===== src/logic/posns_pkg.sv =====
// Purpose: shared constants for the port power and overcurrent sense block
// Assumes: 250 MHz core clock, byte-wide register port
// Notes:   offsets are the register port addresses as printed
package posns_pkg;

	localparam int NPORTS = 6;
	localparam int ADDR_W = 16;
	localparam int DATA_W = 8;

	////////////////////////////////////////////////////////////////////////////
	// register offsets
	localparam logic [15:0] OFS_POWER_ON_IGNORE_TIME = 16'h30E1;
	localparam logic [15:0] OFS_MIN_PULSE_WIDTH      = 16'h30EA;
	localparam logic [15:0] OFS_REPEAT_PULSE_WINDOW  = 16'h30EB;
	localparam logic [15:0] OFS_PORT_POWER_CTL       = 16'h30F0;
	localparam logic [15:0] OFS_PORT_MODE            = 16'h30F1;
	localparam logic [15:0] OFS_OC_STATUS            = 16'h30F2;

	////////////////////////////////////////////////////////////////////////////
	// reset values and fields
	localparam logic [7:0] RST_POWER_ON_IGNORE_TIME = 8'h0A;
	localparam logic [3:0] RST_MIN_PULSE_WIDTH      = 4'h5;
	localparam logic [7:0] RST_REPEAT_PULSE_WINDOW  = 8'h14;
	localparam logic [5:0] RST_PORT_POWER_CTL       = 6'h00;
	localparam logic       RST_GANG_MODE            = 1'b0;
	localparam int         MIN_WIDTH_MSB            = 3;
	localparam int         GANG_MODE_BIT            = 0;

	////////////////////////////////////////////////////////////////////////////
	// timing
	localparam int CLK_PERIOD_NS  = 4;
	localparam int TICK_PERIOD_MS = 1;
	localparam int TICK_CYCLES    = (TICK_PERIOD_MS * 1000000) / CLK_PERIOD_NS;

	typedef enum logic [1:0] {
		ST_OFF,
		ST_LOCKOUT,
		ST_WATCH
	} posns_state_e;

	// one step down per millisecond tick, stopping at zero
	function automatic logic [7:0] tick_down(input logic [7:0] cnt, input logic tick);
		tick_down = (tick && cnt != 8'h00) ? cnt - 8'h01 : cnt;
	endfunction

endpackage


===== src/logic/posns_port.sv =====
// Purpose: one power/sense pin: drive, lockout and overcurrent filter
// Assumes: sense input synchronous to core_clk, tick one cycle per ms
// Notes:   emits a one-cycle pulse per overcurrent sample; flags live above
`timescale 1ns/1ps
module posns_port (
	// clock and reset
	input  wire logic       core_clk,
	input  wire logic       rst,
	// control
	input  wire logic       tick,
	input  wire logic       power_on,
	input  wire logic [7:0] lockout_ms,
	input  wire logic [3:0] min_width_ms,
	input  wire logic [7:0] window_ms,
	// pin
	input  wire logic       pin_in,
	output logic            pin_out,
	output logic            pin_oe_n,
	output logic            pullup_en,
	// detection
	output logic            oc_pulse
);

	posns_pkg::posns_state_e state_reg, state_next;
	logic [7:0] lock_reg,   lock_next;
	logic [3:0] run_reg,    run_next;
	logic [7:0] win_reg,    win_next;
	logic       prev_low_reg;

	wire logic sense_low   = ~pin_in;
	// pin sampled every cycle in watch
	wire logic watching    = (state_reg == posns_pkg::ST_WATCH);
	wire logic group_end   = prev_low_reg & ~sense_low;
	wire logic single_hit  = watching & sense_low & (run_reg >= min_width_ms);
	wire logic double_hit  = watching & sense_low & ~prev_low_reg & (win_reg != 8'h00);

	////////////////////////////////////////////////////////////////////////////
	// sequencing
	always_comb begin
		state_next = state_reg;
		lock_next  = lock_reg;
		unique case (state_reg)
			posns_pkg::ST_OFF: begin
				if (power_on) begin
					state_next = posns_pkg::ST_LOCKOUT;
					lock_next  = lockout_ms;
				end
			end
			posns_pkg::ST_LOCKOUT: begin
				// count lockout in ms, ignore pin
				lock_next = posns_pkg::tick_down(lock_reg, tick);
				if (!power_on)
					state_next = posns_pkg::ST_OFF;
				else if (lock_reg == 8'h00)
					state_next = posns_pkg::ST_WATCH;
			end
			posns_pkg::ST_WATCH: begin
				if (!power_on)
					state_next = posns_pkg::ST_OFF;
			end
		endcase
	end

	// low run measured in ms ticks, saturating
	assign run_next = (!watching || !sense_low) ? 4'h0 :
		((tick && run_reg != 4'hF) ? run_reg + 4'h1 : run_reg);
	// window reloads at the end of each low group
	assign win_next = !watching ? 8'h00 :
		(group_end ? window_ms : posns_pkg::tick_down(win_reg, tick));

	always_ff @(posedge core_clk or posedge rst) begin
		if (rst) begin
			state_reg    <= posns_pkg::ST_OFF;
			lock_reg     <= 8'h00;
			run_reg      <= 4'h0;
			win_reg      <= 8'h00;
			prev_low_reg <= 1'b0;
			oc_pulse     <= 1'b0;
			pin_out      <= 1'b0;
			pin_oe_n     <= 1'b0;
			pullup_en    <= 1'b0;
		end else begin
			state_reg    <= state_next;
			lock_reg     <= lock_next;
			run_reg      <= run_next;
			win_reg      <= win_next;
			prev_low_reg <= watching & sense_low;
			oc_pulse     <= single_hit | double_hit;
			pin_out      <= 1'b0;
			pin_oe_n     <= power_on;
			pullup_en    <= power_on;
		end
	end

endmodule


===== src/logic/posns_top.sv =====
// Purpose: downstream port power control and overcurrent sensing
// Assumes: inputs synchronous to core_clk, software avoids zero timers
// Notes:   one detector per port plus one for the shared ganged pin
`timescale 1ns/1ps
module posns_top #(
	parameter int unsigned TICK_CYCLES = posns_pkg::TICK_CYCLES
) (
	// clock and reset
	input  wire logic        core_clk,
	input  wire logic        rst,
	// register port
	input  wire logic [15:0] reg_addr,
	input  wire logic [7:0]  reg_wdata,
	input  wire logic        reg_wr,
	input  wire logic        reg_rd,
	output logic      [7:0]  reg_rdata,
	// hub port logic
	input  wire logic [5:0]  oc_clear,
	output logic      [5:0]  oc_status,
	// per-port power/sense pins
	input  wire logic [5:0]  port_power_sense_pin_in,
	output logic      [5:0]  port_power_sense_pin_out,
	output logic      [5:0]  port_power_sense_pin_oe_n,
	output logic      [5:0]  port_power_sense_pullup_en,
	// shared ganged pin
	input  wire logic        shared_power_pin_in,
	output logic             shared_power_pin_out,
	output logic             shared_power_pin_oe_n,
	output logic             shared_power_pullup_en
);

	localparam int NP = posns_pkg::NPORTS;

	logic [7:0]  lockout_reg;
	logic [3:0]  min_width_reg;
	logic [7:0]  window_reg;
	logic [5:0]  power_ctl_reg;
	logic        gang_reg;
	logic [5:0]  oc_next;
	logic [7:0]  rdata_next;
	logic [17:0] tick_cnt_reg;
	logic        tick_reg;
	logic [5:0]  port_oc;
	logic        gang_oc;

	////////////////////////////////////////////////////////////////////////////
	// millisecond timebase
	localparam logic [17:0] TICK_LAST = 18'(TICK_CYCLES - 1);

	always_ff @(posedge core_clk or posedge rst) begin
		if (rst) begin
			tick_cnt_reg <= 18'h00000;
			tick_reg     <= 1'b0;
		end else begin
			tick_cnt_reg <= (tick_cnt_reg == TICK_LAST) ? 18'h00000 : tick_cnt_reg + 18'h00001;
			tick_reg     <= (tick_cnt_reg == TICK_LAST);
		end
	end

	////////////////////////////////////////////////////////////////////////////
	// register decode
	// one strobe qualified by one register offset
	function automatic logic reg_hit(input logic strobe, input logic [15:0] addr,
		input logic [15:0] ofs);
		reg_hit = strobe & (addr == ofs);
	endfunction

	wire logic wr_lockout = reg_hit(reg_wr, reg_addr, posns_pkg::OFS_POWER_ON_IGNORE_TIME);
	wire logic wr_width   = reg_hit(reg_wr, reg_addr, posns_pkg::OFS_MIN_PULSE_WIDTH);
	wire logic wr_window  = reg_hit(reg_wr, reg_addr, posns_pkg::OFS_REPEAT_PULSE_WINDOW);
	wire logic wr_power   = reg_hit(reg_wr, reg_addr, posns_pkg::OFS_PORT_POWER_CTL);
	wire logic wr_mode    = reg_hit(reg_wr, reg_addr, posns_pkg::OFS_PORT_MODE);
	wire logic wr_status  = reg_hit(reg_wr, reg_addr, posns_pkg::OFS_OC_STATUS);

	wire logic [5:0] sw_clear = wr_status ? reg_wdata[5:0] : 6'h00;

	// shared pin overcurrent hits every port
	wire logic [5:0] oc_set   = gang_reg ? {NP{gang_oc}} : port_oc;
	// flags that survive this cycle's clears
	wire logic [5:0] oc_hold  = oc_status & ~(oc_clear | sw_clear);
	// sticky flag, set wins over clear
	assign oc_next = oc_set | oc_hold;

	always_comb begin
		rdata_next = 8'h00;
		if (reg_rd) begin
			unique case (reg_addr)
				posns_pkg::OFS_POWER_ON_IGNORE_TIME: rdata_next = lockout_reg;
				posns_pkg::OFS_MIN_PULSE_WIDTH:      rdata_next = {4'h0, min_width_reg};
				posns_pkg::OFS_REPEAT_PULSE_WINDOW:  rdata_next = window_reg;
				posns_pkg::OFS_PORT_POWER_CTL:       rdata_next = {2'b00, power_ctl_reg};
				posns_pkg::OFS_PORT_MODE:            rdata_next = {7'h00, gang_reg};
				posns_pkg::OFS_OC_STATUS:            rdata_next = {2'b00, oc_status};
				default:                             rdata_next = 8'h00;
			endcase
		end
	end

	////////////////////////////////////////////////////////////////////////////
	// register storage
	// one short process per register keeps each write decode local

	always_ff @(posedge core_clk or posedge rst) begin
		if (rst) begin
			lockout_reg <= posns_pkg::RST_POWER_ON_IGNORE_TIME;
		end else if (wr_lockout) begin
			lockout_reg <= reg_wdata;
		end
	end

	always_ff @(posedge core_clk or posedge rst) begin
		if (rst) begin
			min_width_reg <= posns_pkg::RST_MIN_PULSE_WIDTH;
		end else if (wr_width) begin
			min_width_reg <= reg_wdata[posns_pkg::MIN_WIDTH_MSB:0];
		end
	end

	always_ff @(posedge core_clk or posedge rst) begin
		if (rst) begin
			window_reg <= posns_pkg::RST_REPEAT_PULSE_WINDOW;
		end else if (wr_window) begin
			window_reg <= reg_wdata;
		end
	end

	// bit i powers port i in individual mode; in ganged mode any set bit powers the shared pin
	always_ff @(posedge core_clk or posedge rst) begin
		if (rst) begin
			power_ctl_reg <= posns_pkg::RST_PORT_POWER_CTL;
		end else if (wr_power) begin
			power_ctl_reg <= reg_wdata[5:0];
		end
	end

	// mode may change while powered; detectors restart their lockout
	always_ff @(posedge core_clk or posedge rst) begin
		if (rst) begin
			gang_reg <= posns_pkg::RST_GANG_MODE;
		end else if (wr_mode) begin
			gang_reg <= reg_wdata[posns_pkg::GANG_MODE_BIT];
		end
	end

	// flags follow the set-wins next value
	always_ff @(posedge core_clk or posedge rst) begin
		if (rst) begin
			oc_status <= 6'h00;
		end else begin
			oc_status <= oc_next;
		end
	end

	// read data stand one cycle, zero otherwise
	always_ff @(posedge core_clk or posedge rst) begin
		if (rst) begin
			reg_rdata <= 8'h00;
		end else begin
			reg_rdata <= rdata_next;
		end
	end

	////////////////////////////////////////////////////////////////////////////
	// detectors
	// individual pins sit unpowered in ganged mode so they never report
	wire logic [5:0] indiv_on = gang_reg ? 6'h00 : power_ctl_reg;
	// ganged supply is on when any port asks for power
	wire logic       gang_on  = gang_reg & (|power_ctl_reg);

	genvar gi;
	generate
		for (gi = 0; gi < NP; gi++) begin : g_port
			posns_port u_port (
				.core_clk     (core_clk),
				.rst          (rst),
				.tick         (tick_reg),
				.power_on     (indiv_on[gi]),
				.lockout_ms   (lockout_reg),
				.min_width_ms (min_width_reg),
				.window_ms    (window_reg),
				.pin_in       (port_power_sense_pin_in[gi]),
				.pin_out      (port_power_sense_pin_out[gi]),
				.pin_oe_n     (port_power_sense_pin_oe_n[gi]),
				.pullup_en    (port_power_sense_pullup_en[gi]),
				.oc_pulse     (port_oc[gi])
			);
		end
	endgenerate

	// single shared pin in ganged mode
	posns_port u_gang (
		.core_clk     (core_clk),
		.rst          (rst),
		.tick         (tick_reg),
		.power_on     (gang_on),
		.lockout_ms   (lockout_reg),
		.min_width_ms (min_width_reg),
		.window_ms    (window_reg),
		.pin_in       (shared_power_pin_in),
		.pin_out      (shared_power_pin_out),
		.pin_oe_n     (shared_power_pin_oe_n),
		.pullup_en    (shared_power_pullup_en),
		.oc_pulse     (gang_oc)
	);

endmodule


===== config.mk =====
export PLATFORM = sky130hd
export DESIGN_NAME = posns_top
export DESIGN_NICKNAME = d
export VERILOG_FILES = /design/src/logic/posns_pkg.sv /design/src/logic/posns_port.sv /design/src/logic/posns_top.sv
export SDC_FILE = /design/constraint.sdc
export NUM_CORES = 1
export LEC_CHECK = 0
export BUFFER_PORTS_ARGS = -buffer_cell sky130_fd_sc_hd__buf_4
export CORE_UTILIZATION = 23
export CTS_BUF_LIST = sky130_fd_sc_hd__clkbuf_4
export DETAILED_ROUTE_END_ITERATION = 10
export GPL_TIMING_DRIVEN = 0
export PLACE_DENSITY_LB_ADDON = 0.25
export SYNTH_ARGS = -nofsm -noshare
export SYNTH_HDL_FRONTEND = slang
export SYNTH_SLANG_ARGS = --single-unit

===== constraint.sdc =====
create_clock -name core_clk -period 7.5 [get_ports core_clk]
set_input_delay 1.5 -clock core_clk [delete_from_list [all_inputs] [get_ports core_clk]]
set_output_delay 1.5 -clock core_clk [all_outputs]
set_load 0.02 [all_outputs]

==> results of run 1 <==
## stage by stage
stage               setup slack (ps)  util, %  power [uW]  instances
floorplan                       2930        -        1570       1515
global placement                1140     25.7        1650       2364
detailed placement              3710     26.0        1670       2371
CTS                             4170     27.5        3010       2495
global route                    4030     27.5        3130       2497
finish                          4210     27.5        2950       2497
## report_power, final
| part | internal, uW | switching [uW] | leakage, uW |
|---|---|---|---|
| clock network | 688 | 621 | 0.000533 |
| logic | 125 | 195 | 0.00360 |
| registers | 1300 | 27.7 | 0.00323 |
## routing by layer
metal	track usage (%)	wire, um
met5	0	0
met4	5.06	963
met3	2.95	2130
met2	20.9	18600
met1	18.9	20200
## worst register-to-register path, stage by stage, from the launching register on
cell	delay [ps]
dfrtp_1	760
buf_2	580
buf_2	470
buf_1	720
nand2_1	250
nor2_1	200
xnor2_1	130
nor2_1	50
## synthesized netlist by cell type, types with 4 or more instances
cell and instances:
dfrtp_1 229, nor2_1 124, a21oi_1 120, nand2_1 120
o21ai_0 118, inv_1 91, ha_1 85, nand3_1 55
nand2b_1 39, xnor2_1 39, nor3_1 38, mux2i_1 35
clkbuf_1 33, nor2b_1 30, mux2_2 27, xor2_1 25
buf_4 21, nor4_1 20, a31oi_1 18, o211a_1 14
nand4_1 13, nor3b_1 11, or3_1 10, a211oi_1 9
nand3b_1 9, o31ai_1 9, a211o_1 8, a21boi_0 8
mux2_4 8, buf_1 7, o22ai_1 7, and2_1 6
dfstp_2 6, a222oi_1 5, buf_2 5, o211ai_1 5
a21o_1 4, a32oi_1 4, o2bb2ai_1 4, or2_2 4
or4_1 4
## worst max path at each step
stage	slack (ps)	startpoint	cells past startpoint	end
after floorplan	2930	rst	1	g_port[0].u_port.lock_reg[0]$_DFFE_PP0P_
after global placement	1140	rst	2	g_port[1].u_port.lock_reg[0]$_DFFE_PP0P_
after detailed placement	3710	reg_addr[9]	6	oc_status[4]$_DFF_PP0_
after CTS	4170	tick_reg$_DFF_PP0_	7	g_port[0].u_port.run_reg[3]$_DFFE_PP0P_
after global routing	4030	tick_reg$_DFF_PP0_	7	g_port[0].u_port.run_reg[3]$_DFFE_PP0P_
final	4210	tick_reg$_DFF_PP0_	7	g_port[0].u_port.run_reg[3]$_DFFE_PP0P_
## area by class of cell
cell class	count	area (um2)	share of cell area, %
multi-input combinational	1120	7440	44.9
sequential	235	5890	35.6
tap	782	978	5.91
clock buffer	101	758	4.58
timing repair buffer	74	643	3.88
inverter	93	353	2.13
buffer	67	344	2.08
clock inverter	23	149	0.899
antenna	2	5.00	0.0302
## cells by family (layout without fill, tap and decap cells)
family	count (synthesis)	count (layout)	share of synthesized area, %
other	1	9	0.0268
and+or+nand+nor	513	513	18.8
buffers and inverters	160	358	4.95
AOI/OAI and AO/OA	381	381	17.0
muxes	70	70	5.53
DFF	235	235	42.1
adders and majority gates	85	85	7.60
xor gates and xnor gates	64	64	4.00
==> summary.md, run 1 <==
| Metric | Value |
|---|---|
| Status | `finished clean` |
| CTS Sinks | `around 240` |
| Clock Root Buffer | `clkbuf_4` |
| Most common cell after layout, fill and taps aside | `dfrtp_1` |
| FILL cells | `roughly 6400` |
| Initial antenna violation count | `4` |
| Die area | `just over 0.06 mm2` |
| Hold Path End | `oc_status[1]$_DFF_PP0_` |
| Post-route cell area | `between 0.015 and 0.02 mm2` |
| Post-CTS Resized | `0` |
| I/O pin count | `76` |
| RSZ-0062 raised after global routing | `no` |
| Pin count of the biggest net entering global routing | `about 40` |
| GRT Overall Usage | `between 10 and 15%` |
| Relative slew margins | `21.3%` |
| Max Slew Vio Count | `0` |
| Max FO, Critical Path | `10` |
| Final Skew | `~41 ps` |
| Nets | `about 1800` |
| Synth async-reset ratio | `100%` |
| Mapped Area | `between 0.01 and 0.015 mm2` |
| Avg Vias per Cell | `approximately 4.7` |
| Top cells by area, synth | `dfrtp_1 41%, ha_1 7.6%, a21oi_1 4.3%, o21ai_0 4.2%, nor2_1 3.3%` |
| Antenna Nets Post-Route | `0` |
| GP Congestion | `about 0.86` |
| Share of cells above drive strength 1 | `between 10% and 20%` |
| Crit-path slowest cell | `dfrtp_1` |
| CP peak stage delay | `approximately 760 ps` |
| Worst r2r src | `tick_reg$_DFF_PP0_` |
| Worst hold start | `g_port[1].u_port.oc_pulse$_DFF_PP0_` |
| Cell accounting for the most synthesized area | `dfrtp_1` |
| Via count | `11841` |
| Peak VDD IR | `0.0796 mV` |
| Critical path's top delay family | `buffers and inverters` |
| Sequential element share of the synthesized area | `between 40% and 50%` |
| Yosys reg bits | `235` |
| Number of global-route vias before repair | `approximately 12000` |
| Routed WL per cell | `approximately 17 um` |
| Congestion Overflow GR | `0` |
| Crit share post-route | `43.8%` |
| TritonCTS Buffers | `about 70` |
| CP cell instances | `buf_2, buf_2, buf_1, nand2_1, nor2_1, xnor2_1, nor2_1` |
| Power per cell area | `178 mW/mm2` |
| Ys Warns | `0` |
| Reg clk slew, reported paths | `60 ps` |
| Setup Viol. Count Final | `0` |
| Hold_buf cts | `0` |
| CP endpoint kind | `register` |
| # DRC | `0` |
| Die height | `around 250 um` |
| Post-synth EDFFs | `0` |
| Placed wire-length estimate | `29400 um` |
| Worst Path Required | `just over 8000 ps` |
| Pre-Repair DR Iteration Count | `6` |
| Fmax | `304 MHz` |
| Max-cap violations | `0` |
| Critical R2R Capture | `g_port[0].u_port.run_reg[3]$_DFFE_PP0P_` |
| Hold Path Class | `register to register` |
| Initial Util | `between 20 and 25%` |
| WS Path Type | `register to register` |
| Die width | `249 um` |
| Worst-margin pin slew | `~1200 ps` |
| Min Tclk post-route | `~3300 ps` |
| Post-synth top flop | `dfrtp_1` |
| WP data arrival | `3930 ps` |
| Final TNS setup | `0 ps` |
| PortBufs | `67` |
| Startpoint Class | `register` |
| First-pass GRT wire length | `around 67000 um` |
| Netlist cell types | `87` |
| Leakage | `0.00736 uW` |
| Post-CTS setup buffer count | `0` |
| Final hold viol count | `0` |
| Worst hold slack | `roughly 470 ps` |
| Max H-tree Level | `3` |
| Placeable Area | `around 0.06 mm2` |
| Area grow syn2layout | `18.3%` |
| Mapped Cells | `1509` |
| Syn_area_per_cell | `9.28 um2` |
| CTS max path bufs | `3` |
| Worst reg-to-reg setup slack | `around 4200 ps` |
| Routed WL | `between 40000 and 50000 um` |
| TritonCTS clock tree | `yes` |
| Detailed Route Iter0 Violations | `793` |
| Critical path buffers and inverters | `3` |
| Top-area cell type share of the netlist area | `between 40% and 50%` |
| Placed Area | `0.0156 mm2` |
| Worst-Skew Late Latency | `just under 800 ps` |
| Most frequent cells in the layout | `229 x dfrtp_1, 124 x nor2_1, 120 x nand2_1, 120 x a21oi_1, 118 x o21ai_0` |
| R2r worst-path depth | `7` |
| Hold path cells | `1` |
| Num rows | `90` |
Note: power is estimated with default switching activity, not from simulation.
==> inputs of run 2 (changes only) <==
- clock period: 7.5 -> 3.1 ns (I/O delays scaled with it)
==> run 2 against run 1 <==
Effect of this change:
- sequential power increased by 140%
- sequential cell count unchanged
- core utilization barely moved
- largest cell class unchanged
- largest power group unchanged
==> summary.md, run 2 (same netlist as run 1, synthesis figures left out) <==
| Metric | Value |
|---|---|
| RSZ-0062 raised after global routing | `no` |
| Pre-Repair DR Iteration Count | `7 (+1)` |
| Die width | `249 um (unchanged)` |
| TritonCTS clock tree | `yes` |
| WS Path Type | `register to register` |
| Hold Path End | `lockout_reg[7]$_DFFE_PP0P_` |
| Peak VDD IR | `0.192 mV (+140%)` |
| Worst-margin pin slew | `1140 ps (-38.5 ps)` |
| Worst Path Required | `3740 ps (-4400 ps)` |
| Grt met1 use | `18.9% (unchanged)` |
| Min Tclk post-route | `2780 ps (-508 ps)` |
| Final Non-Filler Cells | `2498 (+0.040%)` |
| Pin count of the biggest net entering global routing | `41 (unchanged)` |
| GP Congestion | `0.860 (unchanged)` |
| Placeable Area | `0.0602 mm2 (unchanged)` |
| Antenna Nets Post-Route | `0 (unchanged)` |
| Total Power | `7140 uW (+140%)` |
| Placed wire-length estimate | `29400 um (unchanged)` |
| Avg Vias per Cell | `4.74 (about the same)` |
| Critical path's top delay family | `buffers and inverters` |
| Fmax | `360 MHz (+18%)` |
| Nets | `1789 (+0.056%)` |
| Leakage | `0.00737 uW (+0.10%)` |
| PortBufs | `67 (unchanged)` |
| CP endpoint kind | `register` |
| Routed WL | `42000 um (+0.15%)` |
| Most common cell after layout, fill and taps aside | `dfrtp_1` |
| Crit-path slowest cell | `dfrtp_2` |
| Number of global-route vias before repair | `11562 (+0.061%)` |
| Met2 usage | `20.9% (unchanged)` |
| Worst r2r src | `tick_reg$_DFF_PP0_` |
| Hold Path Class | `input pin to register` |
| CP cell instances | `buf_2, buf_2, clkdlybuf4s15_2, nand2_1, nor2_1, xnor2_1, nor2_1` |
| # DRC | `0 (unchanged)` |
| Share of cells above drive strength 1 | `16.7% (+0.17 points)` |
| Hold path cells | `2 (+1)` |
| CTS max path bufs | `3 (unchanged)` |
| Initial antenna violation count | `4 (unchanged)` |
| Final Skew | `45.7 ps (+4.88 ps)` |
| Most frequent cells in the layout | `228 x dfrtp_1, 124 x nor2_1, 120 x nand2_1, 120 x a21oi_1, 118 x o21ai_0` |
| Power per cell area | `431 mW/mm2 (+140%)` |
| Num rows | `90 (unchanged)` |
| Via count | `11842 (+0.0084%)` |
| CTS Sinks | `235 (unchanged)` |
| First-pass GRT wire length | `66500 um (unchanged)` |
| GR peak layer | `met2` |
| Max-cap violations | `0 (unchanged)` |
| GRT Overall Usage | `13.7% (unchanged)` |
| WP data arrival | `3420 ps (-510 ps)` |
| Final hold viol count | `0 (unchanged)` |
| Congestion Overflow GR | `0 (unchanged)` |
| Max H-tree Level | `3 (unchanged)` |
| Area grow syn2layout | `18.5%` |
| Max FO, Critical Path | `10 (unchanged)` |
| Reg clk slew, reported paths | `60 ps (about the same)` |
| I/O pin count | `76 (unchanged)` |
| Max Slew Vio Count | `0 (unchanged)` |
| Setup Viol. Count Final | `0 (unchanged)` |
| Worst hold start | `reg_wdata[7]` |
| Die area | `0.0618 mm2 (unchanged)` |
| Status | `finished clean` |
| Worst reg-to-reg setup slack | `320 ps (-3890 ps)` |
| Critical path buffers and inverters | `3 (unchanged)` |
| Initial Util | `23.2% (unchanged)` |
| Clock Root Buffer | `clkbuf_4` |
| R2r worst-path depth | `7 (unchanged)` |
| CP peak stage delay | `570 ps (-190 ps)` |
| Relative slew margins | `23.9% (+2.6 points)` |
| Startpoint Class | `register` |
| Routed WL per cell | `16.8 um (+0.11%)` |
| GR Util met3 | `2.95% (unchanged)` |
| Worst-Skew Late Latency | `790 ps (about the same)` |
| Cells after DPL | `2371 (unchanged)` |
| Crit share post-route | `89.7% (+46 points)` |
| Critical R2R Capture | `g_port[0].u_port.run_reg[3]$_DFFE_PP0P_` |
| TritonCTS Buffers | `71 (unchanged)` |
| Die height | `249 um (unchanged)` |
| Detailed Route Iter0 Violations | `803 (+1.3%)` |
==> run 2: cell count changes in the layout (fill, tap and decap cells not counted), sizes merged <==
cell and delta:
dlygate4sd3 +1, buf -2, clkdlybuf4s15 +2
==> run 2: layer usage <==
metal / part of all wire (%) / up-vias / wire length [um]
met5: 0 / - / 0
met4: 2.2 / 0 / 940
met3: 5.0 / 66 / 2120
met2: 44 / 291 / 18600
met1: 48 / 5755 / 20300
li1: - / 5730 / -
==> run 2: repair_timing <==
item / CTS / global route
gates resized for setup: 4 / 1
endpoints found under the hold margin: 76 / 0
setup buffers: 0 / 0
hold buffers: 1 / 0
endpoints found under the setup margin: 20 / 2
==> run 2: per-stage QoR <==
stage / setup slack (ps) / setup TNS [ps] / utilization, % / hold WS [ps] / instance area (um2)
after global placement: -2380 / -546620 / 25.7 / 447 / 15500
final: 320 / 0 / 27.5 / 88.8 / 16600
after floorplan: -593 / -135800 / - / 439 / 14000
after CTS: 42.5 / 0 / 27.5 / 4.88 / 16600
after detailed placement: -210 / -2100 / 26.0 / 454 / 15600
after global routing: 165 / 0 / 27.5 / 23.6 / 16600
==> run 2: report_power, final <==
group	total, uW	internal, uW	switching [uW]
Sequential	3200	3130	67.2
Clock	3170	1670	1500
Combinational	775	304	471
==> run 2: worst max path at each step <==
stage,startpoint,to,depth (start not counted)
floorplan,rst,g_port[0].u_port.lock_reg[0]$_DFFE_PP0P_,1
global placement,rst,g_port[1].u_port.lock_reg[0]$_DFFE_PP0P_,2
detailed placement,tick_reg$_DFF_PP0_,g_port[0].u_port.run_reg[3]$_DFFE_PP0P_,7
CTS,tick_reg$_DFF_PP0_,g_port[0].u_port.run_reg[3]$_DFFE_PP0P_,7
global route,tick_reg$_DFF_PP0_,g_port[3].u_port.run_reg[3]$_DFFE_PP0P_,7
finish,tick_reg$_DFF_PP0_,g_port[0].u_port.run_reg[3]$_DFFE_PP0P_,7
==> run 2: worst register-to-register path: cells and delay by family (launching register included) <==
kind,cells,cell delay (ps)
and+or+nand+nor,3,410
buffers and inverters,3,1520
DFF,1,570
xor gates and xnor gates,1,130
==> run 2: final cells by class <==
cell class                      count  area (um2)
Antenna cell                        2        5.00
Buffer                             67         359
Clock buffer                      101         758
Clock inverter                     23         149
Fill cell                        6355       43700
Inverter                           93         353
Multi-Input combinational cell   1120        7440
Sequential cell                   235        5890
Tap cell                          782         978
Timing Repair Buffer               75         653
